**src/gifw_pkg.sv**
```systemverilog
// Shared constants, register map and helpers of the port interrupt/wake block
package gifw_pkg;

    // Bus geometry
    localparam int unsigned DATA_W   = 32;
    localparam int unsigned ADDR_W   = 8;
    localparam int unsigned SEL_W    = 4;
    localparam int unsigned MAX_PINS = 32;

    // Register byte offsets
    localparam logic [ADDR_W-1:0] OFF_TRIG_KIND = 8'h28;
    localparam logic [ADDR_W-1:0] OFF_TRIG_POL  = 8'h2C;
    localparam logic [ADDR_W-1:0] OFF_INTR_EN   = 8'h34;
    localparam logic [ADDR_W-1:0] OFF_EN_CLEAR  = 8'h3C;
    localparam logic [ADDR_W-1:0] OFF_PEND_STAT = 8'h40;
    localparam logic [ADDR_W-1:0] OFF_PEND_CLR  = 8'h48;
    localparam logic [ADDR_W-1:0] OFF_WAKE_EN   = 8'h4C;
    localparam logic [ADDR_W-1:0] OFF_BOTH_EDGE = 8'h5C;
    localparam logic [ADDR_W-1:0] OFF_EVT_STAT  = 8'h70;
    localparam logic [ADDR_W-1:0] OFF_EVT_MASK  = 8'h74;

    // Reset values
    localparam logic [DATA_W-1:0] RST_REG  = 32'h0000_0000;
    localparam logic [DATA_W-1:0] RD_ZERO  = 32'h0000_0000;

    // Block event status / mask layout
    localparam int unsigned        EVT_W        = 2;
    localparam int unsigned        EVT_PEND_POS = 0;
    localparam int unsigned        EVT_WAKE_POS = 1;
    localparam logic [EVT_W-1:0]   RST_EVT      = 2'h0;

    // Byte enables widened to a bit mask
    function automatic logic [DATA_W-1:0] gifw_sel_mask(input logic [SEL_W-1:0] sel);
        logic [DATA_W-1:0] m;
        m = RD_ZERO;
        for (int i = 0; i < SEL_W; i++)
        begin
            m[i*8 +: 8] = {8{sel[i]}};
        end
        return m;
    endfunction

    // Read-modify of a plain read/write register under byte enables
    function automatic logic [DATA_W-1:0] gifw_merge(input logic [DATA_W-1:0] old,
                                                     input logic [DATA_W-1:0] wdata,
                                                     input logic [SEL_W-1:0]  sel);
        logic [DATA_W-1:0] m;
        m = gifw_sel_mask(sel);
        return (old & ~m) | (wdata & m);
    endfunction

endpackage

```
**src/gifw_bus_if.sv**
```systemverilog
// Internal register access channel between the bus slave and the core
`timescale 1ns/10ps
interface gifw_bus_if;
    import gifw_pkg::*;

    logic [ADDR_W-1:0] addr;
    logic [DATA_W-1:0] wdata;
    logic [SEL_W-1:0]  sel;
    logic              wr_stb;
    logic [DATA_W-1:0] rdata;

    modport bus  (output addr, output wdata, output sel, output wr_stb, input rdata);
    modport core (input addr, input wdata, input sel, input wr_stb, output rdata);
endinterface

```
**src/gifw_top.sv**
```systemverilog
// Port interrupt enable-clear, pending flags and wake enable behind Wishbone
// Functional notes
// - Each one written to enable-clear forces that pin's interrupt enable to zero.
// - Zeros written to enable-clear leave the matching enable bits alone.
// - Pending status reads one per pending pin; read-only, resets to zero.
// - Only pending-clear ones remove a flag; writes to status clear nothing.
// - A one written to pending-clear clears that pin's pending flag unless the pin triggers in the same cycle.
// - Zeros written to pending-clear leave pending flags unaffected.
// - Wake enable one lets the pin wake the chip; zero blocks; resets zero.
// - Trigger kind zero is level sensitive, one is edge sensitive.
// - Polarity zero picks low or falling, one picks high or rising.
// - With edge kind, both-edge bit makes either edge trigger and ignores polarity.
// - Clearing an interrupt enable never clears the pin's pending flag.
`timescale 1ns/10ps
module gifw_top #(
    parameter int unsigned NPINS = 32
)
(
    input  wire logic                          clk_i,     // 50 MHz clock
    input  wire logic                          rst_i,     // Sync reset, active high
    input  wire logic                          wb_cyc_i,  // Wishbone cycle
    input  wire logic                          wb_stb_i,  // Wishbone strobe
    input  wire logic                          wb_we_i,   // Wishbone write
    input  wire logic [gifw_pkg::ADDR_W-1:0]   wb_adr_i,  // Byte address
    input  wire logic [gifw_pkg::SEL_W-1:0]    wb_sel_i,  // Byte selects
    input  wire logic [gifw_pkg::DATA_W-1:0]   wb_dat_i,  // Write data
    output logic      [gifw_pkg::DATA_W-1:0]   wb_dat_o,  // Read data
    output logic                               wb_ack_o,  // Acknowledge
    input  wire logic [NPINS-1:0]              pins_i,    // Port pin levels
    output logic                               intr_o,    // Port interrupt
    output logic                               wake_o,    // Wake request
    output logic                               irq_o      // Block event interrupt
);
    import gifw_pkg::*;

    if (NPINS < 1 || NPINS > MAX_PINS)
    begin : g_bad_pins
        $error("gifw_top: NPINS must be 1 to 32");
    end

    typedef struct packed {
        logic [NPINS-1:0] kind;
        logic [NPINS-1:0] pol;
        logic [NPINS-1:0] both;
        logic [NPINS-1:0] en;
        logic [NPINS-1:0] pend;
        logic [NPINS-1:0] wake;
        logic [EVT_W-1:0] evt;
        logic [EVT_W-1:0] emask;
        logic             intr;
        logic             wake_req;
        logic             irq;
    } gifw_core_t;

    gifw_bus_if       bus ();
    gifw_core_t       q;
    gifw_core_t       d;
    logic [NPINS-1:0] trig;
    logic [DATA_W-1:0] wbits;
    logic [NPINS-1:0] pin_bits;
    logic             wr_en_clr;
    logic             wr_pend_clr;
    logic             wr_pend_stat;
    logic [NPINS-1:0] en_clr;
    logic [NPINS-1:0] pend_clr;
    logic [EVT_W-1:0] evt_set;
    logic [EVT_W-1:0] evt_clr;

    gifw_wb_slave u_slave (
        .clk_i    (clk_i),
        .rst_i    (rst_i),
        .wb_cyc_i (wb_cyc_i),
        .wb_stb_i (wb_stb_i),
        .wb_we_i  (wb_we_i),
        .wb_adr_i (wb_adr_i),
        .wb_sel_i (wb_sel_i),
        .wb_dat_i (wb_dat_i),
        .wb_dat_o (wb_dat_o),
        .wb_ack_o (wb_ack_o),
        .bus      (bus)
    );

    gifw_trigger #(
        .NPINS (NPINS)
    ) u_trig (
        .clk_i  (clk_i),
        .rst_i  (rst_i),
        .pins_i (pins_i),
        .kind_i (q.kind),
        .pol_i  (q.pol),
        .both_i (q.both),
        .trig_o (trig)
    );

    // Strobe registers honour byte selects like the plain ones
    assign wbits        = bus.wdata & gifw_sel_mask(bus.sel);
    assign pin_bits     = wbits[NPINS-1:0];
    assign wr_en_clr    = bus.wr_stb && (bus.addr == OFF_EN_CLEAR);
    assign wr_pend_clr  = bus.wr_stb && (bus.addr == OFF_PEND_CLR);
    assign wr_pend_stat = bus.wr_stb && (bus.addr == OFF_PEND_STAT);
    assign en_clr       = wr_en_clr ? pin_bits : '0;
    assign pend_clr     = wr_pend_clr ? pin_bits : '0;
    assign evt_clr      = (bus.wr_stb && (bus.addr == OFF_EVT_STAT)) ? wbits[EVT_W-1:0] : RST_EVT;

    always_comb
    begin
        evt_set               = RST_EVT;
        evt_set[EVT_PEND_POS] = |(trig & ~q.pend);
        evt_set[EVT_WAKE_POS] = |(trig & q.wake) & ~q.wake_req;
    end

    always_comb
    begin
        d = q;
        if (bus.wr_stb)
        begin
            unique case (bus.addr)
                OFF_TRIG_KIND: d.kind  = NPINS'(gifw_merge(32'(q.kind), bus.wdata, bus.sel));
                OFF_TRIG_POL:  d.pol   = NPINS'(gifw_merge(32'(q.pol), bus.wdata, bus.sel));
                OFF_BOTH_EDGE: d.both  = NPINS'(gifw_merge(32'(q.both), bus.wdata, bus.sel));
                OFF_INTR_EN:   d.en    = NPINS'(gifw_merge(32'(q.en), bus.wdata, bus.sel));
                OFF_WAKE_EN:   d.wake  = NPINS'(gifw_merge(32'(q.wake), bus.wdata, bus.sel));
                OFF_EVT_MASK:  d.emask = EVT_W'(gifw_merge(32'(q.emask), bus.wdata, bus.sel));
                default:       d.kind  = q.kind;
            endcase
        end
        d.en       = d.en & ~en_clr;
        // Set beats clear; enable and status writes never touch flags
        d.pend     = (q.pend & ~pend_clr) | trig;
        d.evt      = (q.evt & ~evt_clr) | evt_set;
        d.intr     = |(q.pend & q.en);
        d.wake_req = |(trig & q.wake);
        d.irq      = |(q.evt & q.emask);
    end

    // Clear strobes and unmapped words read as zero
    always_comb
    begin
        unique case (bus.addr)
            OFF_TRIG_KIND: bus.rdata = 32'(q.kind);
            OFF_TRIG_POL:  bus.rdata = 32'(q.pol);
            OFF_BOTH_EDGE: bus.rdata = 32'(q.both);
            OFF_INTR_EN:   bus.rdata = 32'(q.en);
            OFF_PEND_STAT: bus.rdata = 32'(q.pend);
            OFF_WAKE_EN:   bus.rdata = 32'(q.wake);
            OFF_EVT_STAT:  bus.rdata = 32'(q.evt);
            OFF_EVT_MASK:  bus.rdata = 32'(q.emask);
            default:       bus.rdata = RD_ZERO;
        endcase
    end

    always_ff @(posedge clk_i)
    begin
        if (rst_i)
        begin
            q <= '0;
        end
        else
        begin
            q <= d;
        end
    end

    assign intr_o = q.intr;
    assign wake_o = q.wake_req;
    assign irq_o  = q.irq;
endmodule

```
**src/gifw_wb_slave.sv**
```systemverilog
// Classic Wishbone slave front end with registered ack and read data
`timescale 1ns/10ps
module gifw_wb_slave
(
    input  wire logic                          clk_i,     // System clock
    input  wire logic                          rst_i,     // Sync reset, active high
    input  wire logic                          wb_cyc_i,  // Bus cycle
    input  wire logic                          wb_stb_i,  // Strobe
    input  wire logic                          wb_we_i,   // Write enable
    input  wire logic [gifw_pkg::ADDR_W-1:0]   wb_adr_i,  // Byte address
    input  wire logic [gifw_pkg::SEL_W-1:0]    wb_sel_i,  // Byte selects
    input  wire logic [gifw_pkg::DATA_W-1:0]   wb_dat_i,  // Write data
    output logic      [gifw_pkg::DATA_W-1:0]   wb_dat_o,  // Read data
    output logic                               wb_ack_o,  // Acknowledge
    gifw_bus_if.bus                            bus        // Core access
);
    import gifw_pkg::*;

    typedef struct packed {
        logic              ack;
        logic [DATA_W-1:0] dat;
    } gifw_slv_t;

    gifw_slv_t q;
    gifw_slv_t d;
    logic      req;

    assign req        = wb_cyc_i & wb_stb_i;
    assign bus.addr   = wb_adr_i;
    assign bus.wdata  = wb_dat_i;
    assign bus.sel    = wb_sel_i;
    // Commit on the edge where the master sees ack, never earlier
    assign bus.wr_stb = req & wb_we_i & q.ack;
    assign wb_ack_o   = q.ack;
    assign wb_dat_o   = q.dat;

    always_comb
    begin
        d     = q;
        d.ack = req & ~q.ack;
        if (req & ~q.ack)
        begin
            d.dat = bus.rdata;
        end
    end

    always_ff @(posedge clk_i)
    begin
        if (rst_i)
        begin
            q <= '{ack: 1'b0, dat: RST_REG};
        end
        else
        begin
            q <= d;
        end
    end

endmodule

```
**src/gifw_trigger.sv**
```systemverilog
// Per-pin trigger detection: level or edge, polarity, both edges
`timescale 1ns/10ps
module gifw_trigger #(
    parameter int unsigned NPINS = 32
)
(
    input  wire logic             clk_i,   // System clock
    input  wire logic             rst_i,   // Sync reset, active high
    input  wire logic [NPINS-1:0] pins_i,  // Pin levels
    input  wire logic [NPINS-1:0] kind_i,  // 0 level, 1 edge
    input  wire logic [NPINS-1:0] pol_i,   // 0 low/falling, 1 high/rising
    input  wire logic [NPINS-1:0] both_i,  // Both edges
    output logic      [NPINS-1:0] trig_o   // Trigger seen this cycle
);
    import gifw_pkg::*;

    typedef struct packed {
        logic [NPINS-1:0] prev;
        logic             armed;
    } gifw_trg_t;

    gifw_trg_t        q;
    gifw_trg_t        d;
    logic [NPINS-1:0] rise;
    logic [NPINS-1:0] fall;
    logic [NPINS-1:0] edge_hit;
    logic [NPINS-1:0] level_hit;

    // No edges until one real sample is held, else a pin high at reset fires
    assign rise      = {NPINS{q.armed}} & pins_i & ~q.prev;
    assign fall      = {NPINS{q.armed}} & ~pins_i & q.prev;
    assign edge_hit  = (both_i & (rise | fall)) | (~both_i & ((pol_i & rise) | (~pol_i & fall)));
    assign level_hit = ~(pins_i ^ pol_i);
    assign trig_o    = (kind_i & edge_hit) | (~kind_i & level_hit);

    always_comb
    begin
        d       = q;
        d.prev  = pins_i;
        d.armed = 1'b1;
    end

    always_ff @(posedge clk_i)
    begin
        if (rst_i)
        begin
            q <= '{prev: '0, armed: 1'b0};
        end
        else
        begin
            q <= d;
        end
    end

endmodule

```
**config.mk**
```make
export PLATFORM = sky130hd
export DESIGN_NAME = gifw_top
export DESIGN_NICKNAME = d
export VERILOG_FILES = /design/src/gifw_pkg.sv /design/src/gifw_bus_if.sv /design/src/gifw_top.sv /design/src/gifw_wb_slave.sv /design/src/gifw_trigger.sv
export SDC_FILE = /design/constraint.sdc
export NUM_CORES = 1
export LEC_CHECK = 0
export BUFFER_PORTS_ARGS = -buffer_cell sky130_fd_sc_hd__buf_2
export CAP_MARGIN = 25
export CELL_PAD_IN_SITES_DETAIL_PLACEMENT = 0
export CELL_PAD_IN_SITES_GLOBAL_PLACEMENT = 2
export CORE_MARGIN = 2
export CORE_UTILIZATION = 41
export CTS_CLUSTER_DIAMETER = 120
export DETAILED_ROUTE_END_ITERATION = 16
export GPL_TIMING_DRIVEN = 0
export PLACE_DENSITY = 0.95
export SLEW_MARGIN = 25
export SYNTH_ARGS = -nofsm -noshare
export SYNTH_HDL_FRONTEND = slang
export SYNTH_HIERARCHICAL = 1
export SYNTH_SLANG_ARGS = --single-unit
```
**constraint.sdc**
```tcl
create_clock -name clk_i -period 5.5 [get_ports clk_i]
set_input_delay 0.275 -clock clk_i [delete_from_list [all_inputs] [get_ports clk_i]]
set_output_delay 0.275 -clock clk_i [all_outputs]
set_load 0.02 [all_outputs]
```
==> impl_table.tex, run 1 <==
\begin{tabular}{lr}
\hline
Metric & Value \\
\hline
\multicolumn{2}{l}{\textbf{Die}} \\
\quad Number of placed I/O pins & roughly 120 \\
\quad Die extent in x & between 150 and 200 um \\
\quad Initial standard-cell utilization of the core & a little over two fifths \\
\quad Vertical extent of the die & $\sim$190 um \\
\quad Row count & 66 \\
\quad Placeable core area & 32600 um2 \\
\quad Die Footprint & about 35000 um2 \\
\multicolumn{2}{l}{\textbf{Synthesis}} \\
\quad Mux share of post-synthesis cell area & approximately an eighth \\
\quad Dominant register cell in the synthesized netlist & dfxtp\_1 \\
\quad Count of different cell masters after synthesis & 50 \\
\quad Area fraction in compound gates after synthesis & between 10\% and 20\% \\
\quad Share of synthesized cell area in full adder, half adder and majority cells & 0\% \\
\quad Count of mapped cells out of synthesis & about 1500 \\
\quad Number of synthesized flops with an enable pin & 0 \\
\quad Simple-gate portion of the synthesized area & between 15 and 20\% \\
\quad Most area-consuming cells after synthesis & dfxtp\_1 (39\%), mux2i\_1 (12\%), a22oi\_1 (7.0\%) \\
\quad Main combinational cell family by area after synthesis & simple AND/OR/NAND/NOR gates \\
\quad Proportion of register bits with asynchronous set or reset after synthesis & 0\% \\
\quad Count leader, synth & dfxtp\_1 \\
\quad Seq/Total Area, Yosys & 39.0\% \\
\quad Synth Area in XOR/XNOR & 4.12\% \\
\quad Number of flip-flops and latches in the synthesized netlist & about 270 \\
\quad Cell taking the most area after synthesis & dfxtp\_1 \\
\quad Synthesized area & 13600 um2 \\
\quad Mapped Nets & roughly 1600 \\
\quad Share of Yosys cell area claimed by the top area cell type & 39.0\% \\
\quad Mean cell area of the mapped netlist & roughly 9.1 um2 \\
\quad Top cells by instance count after synthesis & dfxtp\_1 (265), nor2\_1 (181), mux2i\_1 (164), a22oi\_1 (127), nand2b\_1 (80) \\
\quad YS warnings & 6 \\
\multicolumn{2}{l}{\textbf{Worst setup path}} \\
\quad Critical Path RT & a little under 6 ns \\
\quad FF-to-FF path depth & 9 \\
\quad Worst reg2reg path endpoint & q[6] \\
\quad Dominant delay contributor by cell family on the critical path & simple AND/OR/NAND/NOR gates \\
\quad Ordered cell list for the critical path & buf\_6, buf\_12, nand3b\_1, o32a\_1, o21ai\_0, a22oi\_1, nand4\_1, nor4\_1, o32ai\_1 \\
\quad CP Max Fanout & 10 \\
\quad Origin of the critical flop-to-flop path & u\_trig/q[0] \\
\quad Worst-case register-to-register setup slack & approximately 2.7 ns \\
\quad Critical path startpoint category & flop \\
\quad Buffers and inverters on the worst path & 2 \\
\quad CP Class & flop to flop \\
\quad Count of cell instances traversed by the critical path & 9 \\
\quad Sort of element at the end of the critical path & flop \\
\quad Slowest cell delay on critical path & between 0.8 and 0.9 ns \\
\quad Crit path arrival time & about 3.2 ns \\
\quad Slowest cell on the critical path & nor4\_1 \\
\quad Start point of the critical path & u\_trig/q[0] \\
\multicolumn{2}{l}{\textbf{STA}} \\
\quad Fin Setup TNS & 0 ns \\
\quad Final setup vio count & 0 \\
\quad Minimum clock period & 2.77 ns \\
\quad Fmax achieved & about 360 MHz \\
\quad Hold Fails Final Rpt & 0 \\
\quad Maximum clock skew at final layout & between 0.02 and 0.025 ns \\
\quad Pins over their slew limit & 0 \\
\quad RSZ-0062 raised after global routing & no \\
\quad Transition time at the pin with the least slew margin & $\sim$1.0 ns \\
\quad Final critical-path share of the clock period & 50.4\% \\
\quad Worst slew margin relative to its limit & about a third \\
\multicolumn{2}{l}{\textbf{Clock network}} \\
\quad CTS tree & done \\
\quad Number of buffers added by the clock tree synthesis step & 29 \\
\quad Post-CTS Setup Inserts & 0 \\
\quad Clk sink count & roughly 270 \\
\quad Clk Latency, worst-skew pair & between 0.5 and 0.6 ns \\
\quad Clock transition time at the flip-flop clock pins of the worst setup and hold paths & roughly 0.060 ns \\
\quad Max Buffers Root-to-Sink & 3 \\
\quad Number of levels in the clock H-tree & 1 \\
\quad Post\_cts resized & 0 \\
\quad Count of hold-fix buffers inserted at cts & 39 \\
\quad Clock root buffer & clkbuf\_16 \\
\multicolumn{2}{l}{\textbf{Min path}} \\
\quad Class of the worst hold path & input port to flop \\
\quad End point of the most critical hold path & u\_trig/q[13] \\
\quad Number of cells on the worst hold path & 2 \\
\quad Hold\_sp & pins\_i[12] \\
\multicolumn{2}{l}{\textbf{Cells and area}} \\
\quad Register cell area after layout & roughly 5300 um2 \\
\quad Area growth from synthesis to layout & 17.1\% \\
\quad Proportion of layout cells with a drive suffix above 1 & 15.8\% \\
\quad Post-layout net count & 1711 \\
\quad Number of antenna repair diodes & 0 \\
\quad Fill cell instance count of the final layout & between 3000 and 4000 \\
\quad Area taken by multi-input logic gates & around 7400 um2 \\
\quad Number of cells in the finished layout apart from fillers & 2094 \\
\multicolumn{2}{l}{\textbf{Run}} \\
\quad Max-cap check violation count & 0 \\
\multicolumn{2}{l}{\textbf{Global route}} \\
\quad First-pass GRT wire length & around 71 mm \\
\quad Pin count of the biggest net entering global routing & 15 \\
\quad Residual overflow from global routing & 0 \\
\quad Fraction of met2 tracks used by global routing & between 40\% and 50\% \\
\quad Number of antenna violations at the first check in global routing & 1 \\
\quad Global routing usage on met1 & 38.0\% \\
\quad Global Route Usage Sum & 27.4\% \\
\quad GR met3 Demand/Resource & under 10\% \\
\quad Via count of the first global-routing pass & around 11000 \\
\quad Most used routing layer in global routing & met2 \\
\multicolumn{2}{l}{\textbf{Pwr}} \\
\quad Static power due to leakage & roughly 6.8 nW \\
\quad Power per Cell Area & about 280 nW/um2 \\
\quad Worst voltage drop across the vdd grid & approximately 0.26 mV \\
\quad Post-route total power & roughly 4.4 mW \\
\multicolumn{2}{l}{\textbf{Route}} \\
\quad Detailed-route vias per instance & between 5 and 6 \\
\quad DRC violations left & 0 \\
\quad Drt first pass iters & 5 \\
\quad Total Routed Length & 47.6 mm \\
\quad Average wire per standard cell & between 20 and 25 um \\
\quad Residual antenna-violating net count after detailed routing & 0 \\
\quad Count of vias placed by the detailed router & 11900 \\
\quad Number of DRC markers in iteration 0 & around 840 \\
\multicolumn{2}{l}{\textbf{Place}} \\
\quad Half-perimeter wire length after placement & about 36 mm \\
\quad GP Congestion & 0.996 \\
\quad Number of port buffers & between 70 and 80 \\
\quad Number of instances in the placed design & 2002 \\
\multicolumn{2}{l}{\textbf{Run status}} \\
\quad Status & completed \\
\hline
\end{tabular}
## cell usage in the layout (no fill, tap or decap), types with 34 or more instances in the layout
| cell type | synthesis | layout |
|---|---|---|
| xor2_1 | 64 | 64 |
| buf_2 | 26 | 98 |
| nand2b_1 | 80 | 80 |
| dlygate4sd3_1 | 0 | 39 |
| dfxtp_1 | 265 | 265 |
| nor2_1 | 181 | 181 |
| a22oi_1 | 127 | 127 |
| clkbuf_1 | 50 | 52 |
| mux2i_1 | 164 | 164 |
| a21oi_1 | 65 | 65 |
| buf_4 | 46 | 46 |
| nand2_1 | 52 | 52 |
| nand3_1 | 34 | 34 |
| o22ai_1 | 38 | 38 |
## layout make-up
cell class                 instances  area share [%]
buffer                           134            5.34
clock buffer                      38            5.21
clock inverter                    15            1.23
inverter                          20           0.471
multi-input combinational       1069            46.3
sequential                       265            33.3
tap                              442            3.47
timing repair buffer             111            4.71
## per-stage QoR
stage                     utilization (%)  hold slack [ns]  setup slack [ns]  area [um2]
final                                48.8          0.00925              2.73       15900
after detailed placement             44.5            0.459              2.62       14500
after floorplan                         -            0.347              3.56       13600
after global placement               44.5            0.455              2.65       14500
after CTS                            48.8         0.000482              2.77       15900
after global routing                 48.8           0.0116              2.67       15900
## power by group
group	leakage, nW	total (mW)	internal [mW]	switching, mW
Clock	0.492	2.10	1.25	0.850
Sequential	2.15	1.98	1.95	0.0305
Combinational	4.18	0.367	0.149	0.218
Total	6.82	4.45	3.35	1.10
## how the worst max path moves through the flow
stage                           to  slack (ns)
6_report                      q[6]        2.73
5_1_grt                       q[6]        2.67
4_1_cts                       q[6]        2.77
3_5_place_dp   u_slave/wb_dat_o[0]        2.62
3_3_place_gp   u_slave/wb_dat_o[0]        2.65
2_1_floorplan                 flop        3.56
## routing by layer
| metal | vias to the layer above | wire [um] | part of all wire (%) |
|---|---|---|---|
| li1 | 5613 | - | - |
| met1 | 5837 | 21700 | 46 |
| met2 | 394 | 21900 | 46 |
| met3 | 62 | 2610 | 5.5 |
| met4 | 0 | 1380 | 2.9 |
| met5 | - | 0 | 0 |
## cell families after synthesis
logic type / count (synthesis)
xor+xnor: 64
compound gates: 352
simple gates: 489
buf+inv: 154
mux: 164
flops: 265
No activity file was read; power rests on OpenSTA's default activity.
==> inputs of run 2 (changes only) <==
CORE_UTILIZATION = 38   (was 41)
PLACE_DENSITY = 0.92   (was 0.95)
clock period = 2.8 ns   (was 5.5 ns; I/O delays follow)
==> impl_table.tex, run 2 (synthesized netlist as in run 1, its figures left out) <==
\begin{tabular}{lr}
\hline
Metric & Value \\
\hline
\multicolumn{2}{l}{\textbf{Min path}} \\
\quad Class of the worst hold path & input port to flop \\
\multicolumn{2}{l}{\textbf{Worst setup path}} \\
\quad Crit path arrival time & 2.98 ns (-0.20 ns) \\
\quad Sort of element at the end of the critical path & flop \\
\quad Worst-case register-to-register setup slack & 0.25 ns (-2.48 ns) \\
\quad Dominant delay contributor by cell family on the critical path & simple AND/OR/NAND/NOR gates \\
\quad Worst reg2reg path endpoint & q[6] \\
\quad Ordered cell list for the critical path & buf\_6, buf\_12, nand3b\_1, o32a\_1, o21ai\_0, a22oi\_1, nand4\_1, nor4\_1, o32ai\_1 \\
\quad Critical Path RT & 3.23 ns (-2.68 ns) \\
\quad Origin of the critical flop-to-flop path & u\_trig/q[0] \\
\quad Count of cell instances traversed by the critical path & 9 (unchanged) \\
\quad Critical path startpoint category & flop \\
\quad End point of the critical path & q[6] \\
\quad CP Max Fanout & 10 (unchanged) \\
\quad Slowest cell on the critical path & nor4\_1 \\
\quad Buffers and inverters on the worst path & 2 (unchanged) \\
\quad Slowest cell delay on critical path & 0.70 ns (-0.19 ns) \\
\quad CP Class & flop to flop \\
\quad Start point of the critical path & u\_trig/q[0] \\
\quad FF-to-FF path depth & 9 (unchanged) \\
\multicolumn{2}{l}{\textbf{Global route}} \\
\quad Residual overflow from global routing & 0 (unchanged) \\
\quad Pin count of the biggest net entering global routing & 15 (unchanged) \\
\quad Global Route Usage Sum & 26.6\% (-0.78 points) \\
\quad Via count of the first global-routing pass & 11400 (+2.2\%) \\
\quad Number of antenna violations at the first check in global routing & 0 (-1) \\
\quad First-pass GRT wire length & 74.0 mm (+4.4\%) \\
\multicolumn{2}{l}{\textbf{Cells and area}} \\
\quad Area growth from synthesis to layout & 18.3\% \\
\quad Proportion of layout cells with a drive suffix above 1 & 14.8\% (-1.0 points) \\
\quad Post-layout net count & 1738 (+1.6\%) \\
\quad Most common cell after layout, fill and taps aside & dfxtp\_1 \\
\quad Commonest cells after routing, fill and taps aside & dfxtp\_1 (265), nor2\_1 (181), mux2i\_1 (164), a22oi\_1 (127), buf\_2 (98) \\
\multicolumn{2}{l}{\textbf{Die}} \\
\quad Initial standard-cell utilization of the core & 38.4\% (-3.3 points) \\
\quad Row count & 69 (+4.5\%) \\
\quad Die Footprint & 37300 um2 (+7.7\%) \\
\quad Number of placed I/O pins & 117 (unchanged) \\
\quad Vertical extent of the die & 193 um (+3.8\%) \\
\quad Placeable core area & 35400 um2 (+8.5\%) \\
\quad Die extent in x & 193 um (+3.8\%) \\
\multicolumn{2}{l}{\textbf{Pwr}} \\
\quad Power per Cell Area & 519 nW/um2 (+86\%) \\
\quad Worst voltage drop across the vdd grid & 0.438 mV (+67\%) \\
\quad Static power due to leakage & 6.88 nW (+0.81\%) \\
\multicolumn{2}{l}{\textbf{STA}} \\
\quad Worst slew margin relative to its limit & 43.8\% (+11 points) \\
\quad Transition time at the pin with the least slew margin & 0.843 ns (-0.157 ns) \\
\quad RSZ-0062 raised after global routing & no \\
\quad Fin Setup TNS & 0 ns (unchanged) \\
\quad Fmax achieved & 392 MHz (+8.6\%) \\
\quad Minimum clock period & 2.55 ns (-0.220 ns) \\
\quad Pins over their slew limit & 0 (unchanged) \\
\quad Final critical-path share of the clock period & 91.2\% (+41 points) \\
\quad Maximum clock skew at final layout & 0.0142 ns (-0.00826 ns) \\
\quad Hold Fails Final Rpt & 0 (unchanged) \\
\quad Worst hold margin & 0.0682 ns (+0.0589 ns) \\
\quad Final setup vio count & 0 (unchanged) \\
\multicolumn{2}{l}{\textbf{Place}} \\
\quad GP Congestion & 0.992 (-0.37\%) \\
\quad Half-perimeter wire length after placement & 37.5 mm (+3.0\%) \\
\quad Number of port buffers & 72 (unchanged) \\
\multicolumn{2}{l}{\textbf{Route}} \\
\quad Residual antenna-violating net count after detailed routing & 0 (unchanged) \\
\quad Drt first pass iters & 5 (unchanged) \\
\quad Number of DRC markers in iteration 0 & 800 (-4.9\%) \\
\quad Total Routed Length & 49.5 mm (+4.0\%) \\
\quad DRC violations left & 0 (unchanged) \\
\quad Detailed-route vias per instance & 5.58 (-1.9\%) \\
\quad Count of vias placed by the detailed router & 11900 (+0.21\%) \\
\quad Average wire per standard cell & 23.1 um (+1.9\%) \\
\multicolumn{2}{l}{\textbf{Clock network}} \\
\quad Number of buffers added by the clock tree synthesis step & 30 (+3.4\%) \\
\quad Clock transition time at the flip-flop clock pins of the worst setup and hold paths & 0.06 ns (about the same) \\
\quad Number of levels in the clock H-tree & 1 (unchanged) \\
\quad Clock root buffer & clkbuf\_16 \\
\quad Max Buffers Root-to-Sink & 3 (unchanged) \\
\quad Clk Latency, worst-skew pair & 0.56 ns (about the same) \\
\quad Clk sink count & 265 (unchanged) \\
\quad CTS tree & done \\
\multicolumn{2}{l}{\textbf{Run status}} \\
\quad Status & completed \\
\multicolumn{2}{l}{\textbf{Run}} \\
\quad Max-cap check violation count & 0 (unchanged) \\
\hline
\end{tabular}
## run 2: cell types whose count changed in the layout (fill, tap and decap cells not counted), moves of 2 or more
cell           delta
clkinv_2          -2
clkinvlp_4        -4
dlygate4sd3_1    +26
clkbuf_16         +2
clkbuf_8          -3
bufinv_16         -4
clkbuf_1         +11
## run 2: metrics by stage
step | instances | worst slack, ns | instance area [um2] | util [%] | total power, mW
detailed placement | 2021 | 0.102 | 14500 | 41.1 | 4.65
CTS | 2137 | 0.231 | 16100 | 45.4 | 8.41
global placement | 2021 | 0.0709 | 14500 | 41.1 | 4.64
global route | 2137 | 0.176 | 16100 | 45.4 | 8.64
finish | 2138 | 0.247 | 16100 | 45.4 | 8.35
floorplan | 1488 | 0.857 | 13600 | - | 4.39
## run 2: cell type report
cell class | instances | area [um2]
clock inverters | 3 | 17.5
well taps | 461 | 577
flip-flops and latches | 265 | 5310
plain buffers | 134 | 851
repair buffers | 137 | 1010
multi-input cells | 1069 | 7370
clock buffers | 48 | 880
fillers | 3488 | 19300
diodes | 1 | 2.50
inverters | 20 | 75.1
## run 2: layer usage
layer  global-route usage (%)  vias to the layer above  routed length [um]
li1                         -                     5687                   -
met5                        0                        -                   0
met4                     6.88                        0                1260
met1                     37.2                     5786               22700
met3                     3.51                       67                3030
met2                     43.2                      391               22500
## run 2: how the worst min path moves through the flow
stage	slack, ns	from	endpoint	cells after the start
floorplan	0.21	rst_i	u_trig/q[10]	1
global placement	0.41	pins_i[15]	u_trig/q[16]	2
detailed placement	0.41	pins_i[28]	u_trig/q[29]	2
CTS	0.04	wb_dat_i[1]	flop	4
global route	0.07	wb_dat_i[1]	flop	4
finish	0.07	wb_dat_i[1]	flop	4
## run 2: tightest hold or removal path, cell delays in order
cell and delay, ns:
buf_4 0.08, buf_2 0.21, mux2i_1 0.10, nor2_1 0.07
## run 2: repair_timing
item,4_1_cts,5_1_grt
setup buffers,0,0
resized for setup,0,0
endpoints found under the hold margin,207,0
hold buffers,65,0
## run 2: report_power, final
part / total (mW) / switching (mW) / internal [mW]
clock: 3.70 / 1.58 / 2.12
sequential: 3.89 / 0.0601 / 3.83
combinational: 0.755 / 0.439 / 0.316
==> inputs of run 3 (changes only) <==
SETUP_SLACK_MARGIN = 0.4   (was unset)
SLEW_MARGIN = 20   (was 25)
==> impl_table.tex, run 3 (synthesized netlist as in run 1, its figures left out) <==
\begin{tabular}{lr}
\hline
Metric & Value \\
\hline
\multicolumn{2}{l}{\textbf{Die}} \\
\quad Placeable core area & 35400 um2 (unchanged) \\
\quad Die Footprint & 37300 um2 (unchanged) \\
\quad Die extent in x & 193 um (unchanged) \\
\quad Initial standard-cell utilization of the core & 38.4\% (unchanged) \\
\quad Vertical extent of the die & 193 um (unchanged) \\
\quad Row count & 69 (unchanged) \\
\quad Number of placed I/O pins & 117 (unchanged) \\
\multicolumn{2}{l}{\textbf{Worst setup path}} \\
\quad Slowest cell on the critical path & nor4\_4 \\
\quad FF-to-FF path depth & 9 (unchanged) \\
\quad Origin of the critical flop-to-flop path & u\_trig/q[0] \\
\quad Worst reg2reg path endpoint & q[6] \\
\quad Crit path arrival time & 2.75 ns (-0.23 ns) \\
\quad End point of the critical path & q[6] \\
\quad Start point of the critical path & u\_trig/q[0] \\
\quad Worst-case register-to-register setup slack & 0.48 ns (+0.23 ns) \\
\quad Critical path startpoint category & flop \\
\quad Count of cell instances traversed by the critical path & 9 (unchanged) \\
\quad Dominant delay contributor by cell family on the critical path & simple AND/OR/NAND/NOR gates \\
\quad CP Max Fanout & 10 (unchanged) \\
\quad Buffers and inverters on the worst path & 2 (unchanged) \\
\quad Ordered cell list for the critical path & buf\_6, buf\_12, nand3b\_1, o32a\_1, o21ai\_0, a22oi\_1, nand4\_1, nor4\_4, o32ai\_1 \\
\quad CP Class & flop to flop \\
\quad Slowest cell delay on critical path & 0.47 ns (-0.23 ns) \\
\quad Sort of element at the end of the critical path & flop \\
\quad Critical Path RT & 3.23 ns (about the same) \\
\multicolumn{2}{l}{\textbf{Cells and area}} \\
\quad Fill cell instance count of the final layout & 3486 (-0.057\%) \\
\quad Commonest cells after routing, fill and taps aside & dfxtp\_1 (265), nor2\_1 (181), mux2i\_1 (164), a22oi\_1 (127), buf\_2 (98) \\
\quad Post-layout net count & 1738 (unchanged) \\
\quad Register cell area after layout & 5310 um2 (unchanged) \\
\quad Most common cell after layout, fill and taps aside & dfxtp\_1 \\
\quad Area taken by multi-input logic gates & 7380 um2 (+0.20\%) \\
\quad Final std cell area, no fill & 16100 um2 (+0.12\%) \\
\quad Finished Core Util & 45.5\% (+0.057 points) \\
\quad Proportion of layout cells with a drive suffix above 1 & 15.1\% (+0.30 points) \\
\quad Area growth from synthesis to layout & 18.4\% \\
\quad Number of cells in the finished layout apart from fillers & 2138 (unchanged) \\
\multicolumn{2}{l}{\textbf{STA}} \\
\quad Final setup vio count & 0 (unchanged) \\
\quad Final critical-path share of the clock period & 83.0\% (-8.2 points) \\
\quad RSZ-0062 raised after global routing & no \\
\quad Transition time at the pin with the least slew margin & 0.868 ns (+0.0251 ns) \\
\quad Worst hold margin & 0.0702 ns (+0.00203 ns) \\
\quad Hold Fails Final Rpt & 0 (unchanged) \\
\quad Pins over their slew limit & 0 (unchanged) \\
\quad Fin Setup TNS & 0 ns (unchanged) \\
\quad Fmax achieved & 430 MHz (+9.9\%) \\
\quad Post-route worst setup slack & 0.477 ns (+0.230 ns) \\
\quad Maximum clock skew at final layout & 0.0141 ns (-0.0000766 ns) \\
\quad Minimum clock period & 2.32 ns (-0.230 ns) \\
\quad Worst slew margin relative to its limit & 42.1\% (-1.7 points) \\
\multicolumn{2}{l}{\textbf{Pwr}} \\
\quad Worst voltage drop across the vdd grid & 0.440 mV (+0.31\%) \\
\quad Power per Cell Area & 519 nW/um2 (about the same) \\
\quad Static power due to leakage & 6.90 nW (+0.31\%) \\
\quad Post-route total power & 8.36 mW (about the same) \\
\multicolumn{2}{l}{\textbf{Route}} \\
\quad Length of routed met2 wiring & 22.5 mm (+0.24\%) \\
\quad Total Routed Length & 49.6 mm (+0.27\%) \\
\quad Residual antenna-violating net count after detailed routing & 0 (unchanged) \\
\quad Uppermost metal layer occupied by signal nets & met4 \\
\quad Drt first pass iters & 6 (+1) \\
\quad DRC violations left & 0 (unchanged) \\
\quad Count of vias placed by the detailed router & 12000 (+0.44\%) \\
\quad Met1 wire length & 22.8 mm (+0.23\%) \\
\quad Average wire per standard cell & 23.2 um (+0.27\%) \\
\quad Detailed-route vias per instance & 5.60 (+0.44\%) \\
\quad Number of DRC markers in iteration 0 & 864 (+8.0\%) \\
\quad Met3 routed WL & 3.02 mm (-0.36\%) \\
\multicolumn{2}{l}{\textbf{Place}} \\
\quad Number of instances in the placed design & 2021 (unchanged) \\
\quad GP Congestion & 0.992 (unchanged) \\
\quad Number of port buffers & 72 (unchanged) \\
\quad Cell area after placement & 14500 um2 (unchanged) \\
\quad Worst setup slack after placement & 0.102 ns (unchanged) \\
\quad Half-perimeter wire length after placement & 37.5 mm (unchanged) \\
\multicolumn{2}{l}{\textbf{Clock network}} \\
\quad Post-CTS Setup Inserts & 0 (unchanged) \\
\quad CTS tree & done \\
\quad Clock root buffer & clkbuf\_16 \\
\quad Max Buffers Root-to-Sink & 3 (unchanged) \\
\quad Clk Latency, worst-skew pair & 0.56 ns (about the same) \\
\quad Number of buffers added by the clock tree synthesis step & 30 (unchanged) \\
\quad Number of levels in the clock H-tree & 1 (unchanged) \\
\quad Clock transition time at the flip-flop clock pins of the worst setup and hold paths & 0.06 ns (about the same) \\
\quad Clk sink count & 265 (unchanged) \\
\multicolumn{2}{l}{\textbf{Run status}} \\
\quad Status & completed \\
\multicolumn{2}{l}{\textbf{Global route}} \\
\quad Number of antenna violations at the first check in global routing & 0 (unchanged) \\
\quad Residual overflow from global routing & 0 (unchanged) \\
\quad First-pass GRT wire length & 74.0 mm (about the same) \\
\quad Pin count of the biggest net entering global routing & 15 (unchanged) \\
\quad Global Route Usage Sum & 26.6\% (about the same) \\
\quad Via count of the first global-routing pass & 11400 (-0.0087\%) \\
\multicolumn{2}{l}{\textbf{Min path}} \\
\quad Class of the worst hold path & input port to flop \\
\multicolumn{2}{l}{\textbf{Run}} \\
\quad Max-cap check violation count & 0 (unchanged) \\
\hline
\end{tabular}
## run 3: power by group
group	switching [mW]	internal, mW	total [mW]
Sequential	0.0603	3.83	3.89
Combinational	0.440	0.316	0.756
Clock	1.59	2.12	3.71
## run 3: repair_timing
action / 4_1_cts / 5_1_grt
hold buffers: 65 / 0
gates resized for setup: 3 / 6
endpoints found under the setup margin: 24 / 28
endpoints found under the hold margin: 207 / 0
## run 3: worst register-to-register path: stages, from the launching register on
cell and delay, ns:
dfxtp_1 0.30, buf_6 0.17, buf_12 0.17, nand3b_1 0.09, o32a_1 0.15, o21ai_0 0.25, a22oi_1 0.25, nand4_1 0.22
nor4_4 0.47, o32ai_1 0.13
## run 3: how the worst min path moves through the flow
stage,start,depth (start not counted),end,slack (ns)
final,wb_dat_i[1],4,flop,0.07
after global routing,wb_dat_i[1],4,flop,0.07
after CTS,wb_dat_i[1],4,flop,0.04
after detailed placement,pins_i[28],2,u_trig/q[29],0.41
after global placement,pins_i[15],2,u_trig/q[16],0.41
after floorplan,rst_i,1,u_trig/q[10],0.21
## run 3: metal layers
metal / vias up / track usage (%)
met3: 69 / 3.51
met2: 421 / 43.2
li1: 5684 / -
met1: 5809 / 37.2
met4: 0 / 6.88
met5: - / 0
## run 3: layout make-up
class / count / area share [%]
Antenna cell: 1 / 0.0155
Buffer: 134 / 5.31
Clock buffer: 48 / 5.46
Clock inverter: 3 / 0.109
Inverter: 20 / 0.466
Multi-Input combinational cell: 1069 / 45.8
Sequential cell: 265 / 32.9
Tap cell: 461 / 3.58
Timing Repair Buffer: 137 / 6.28
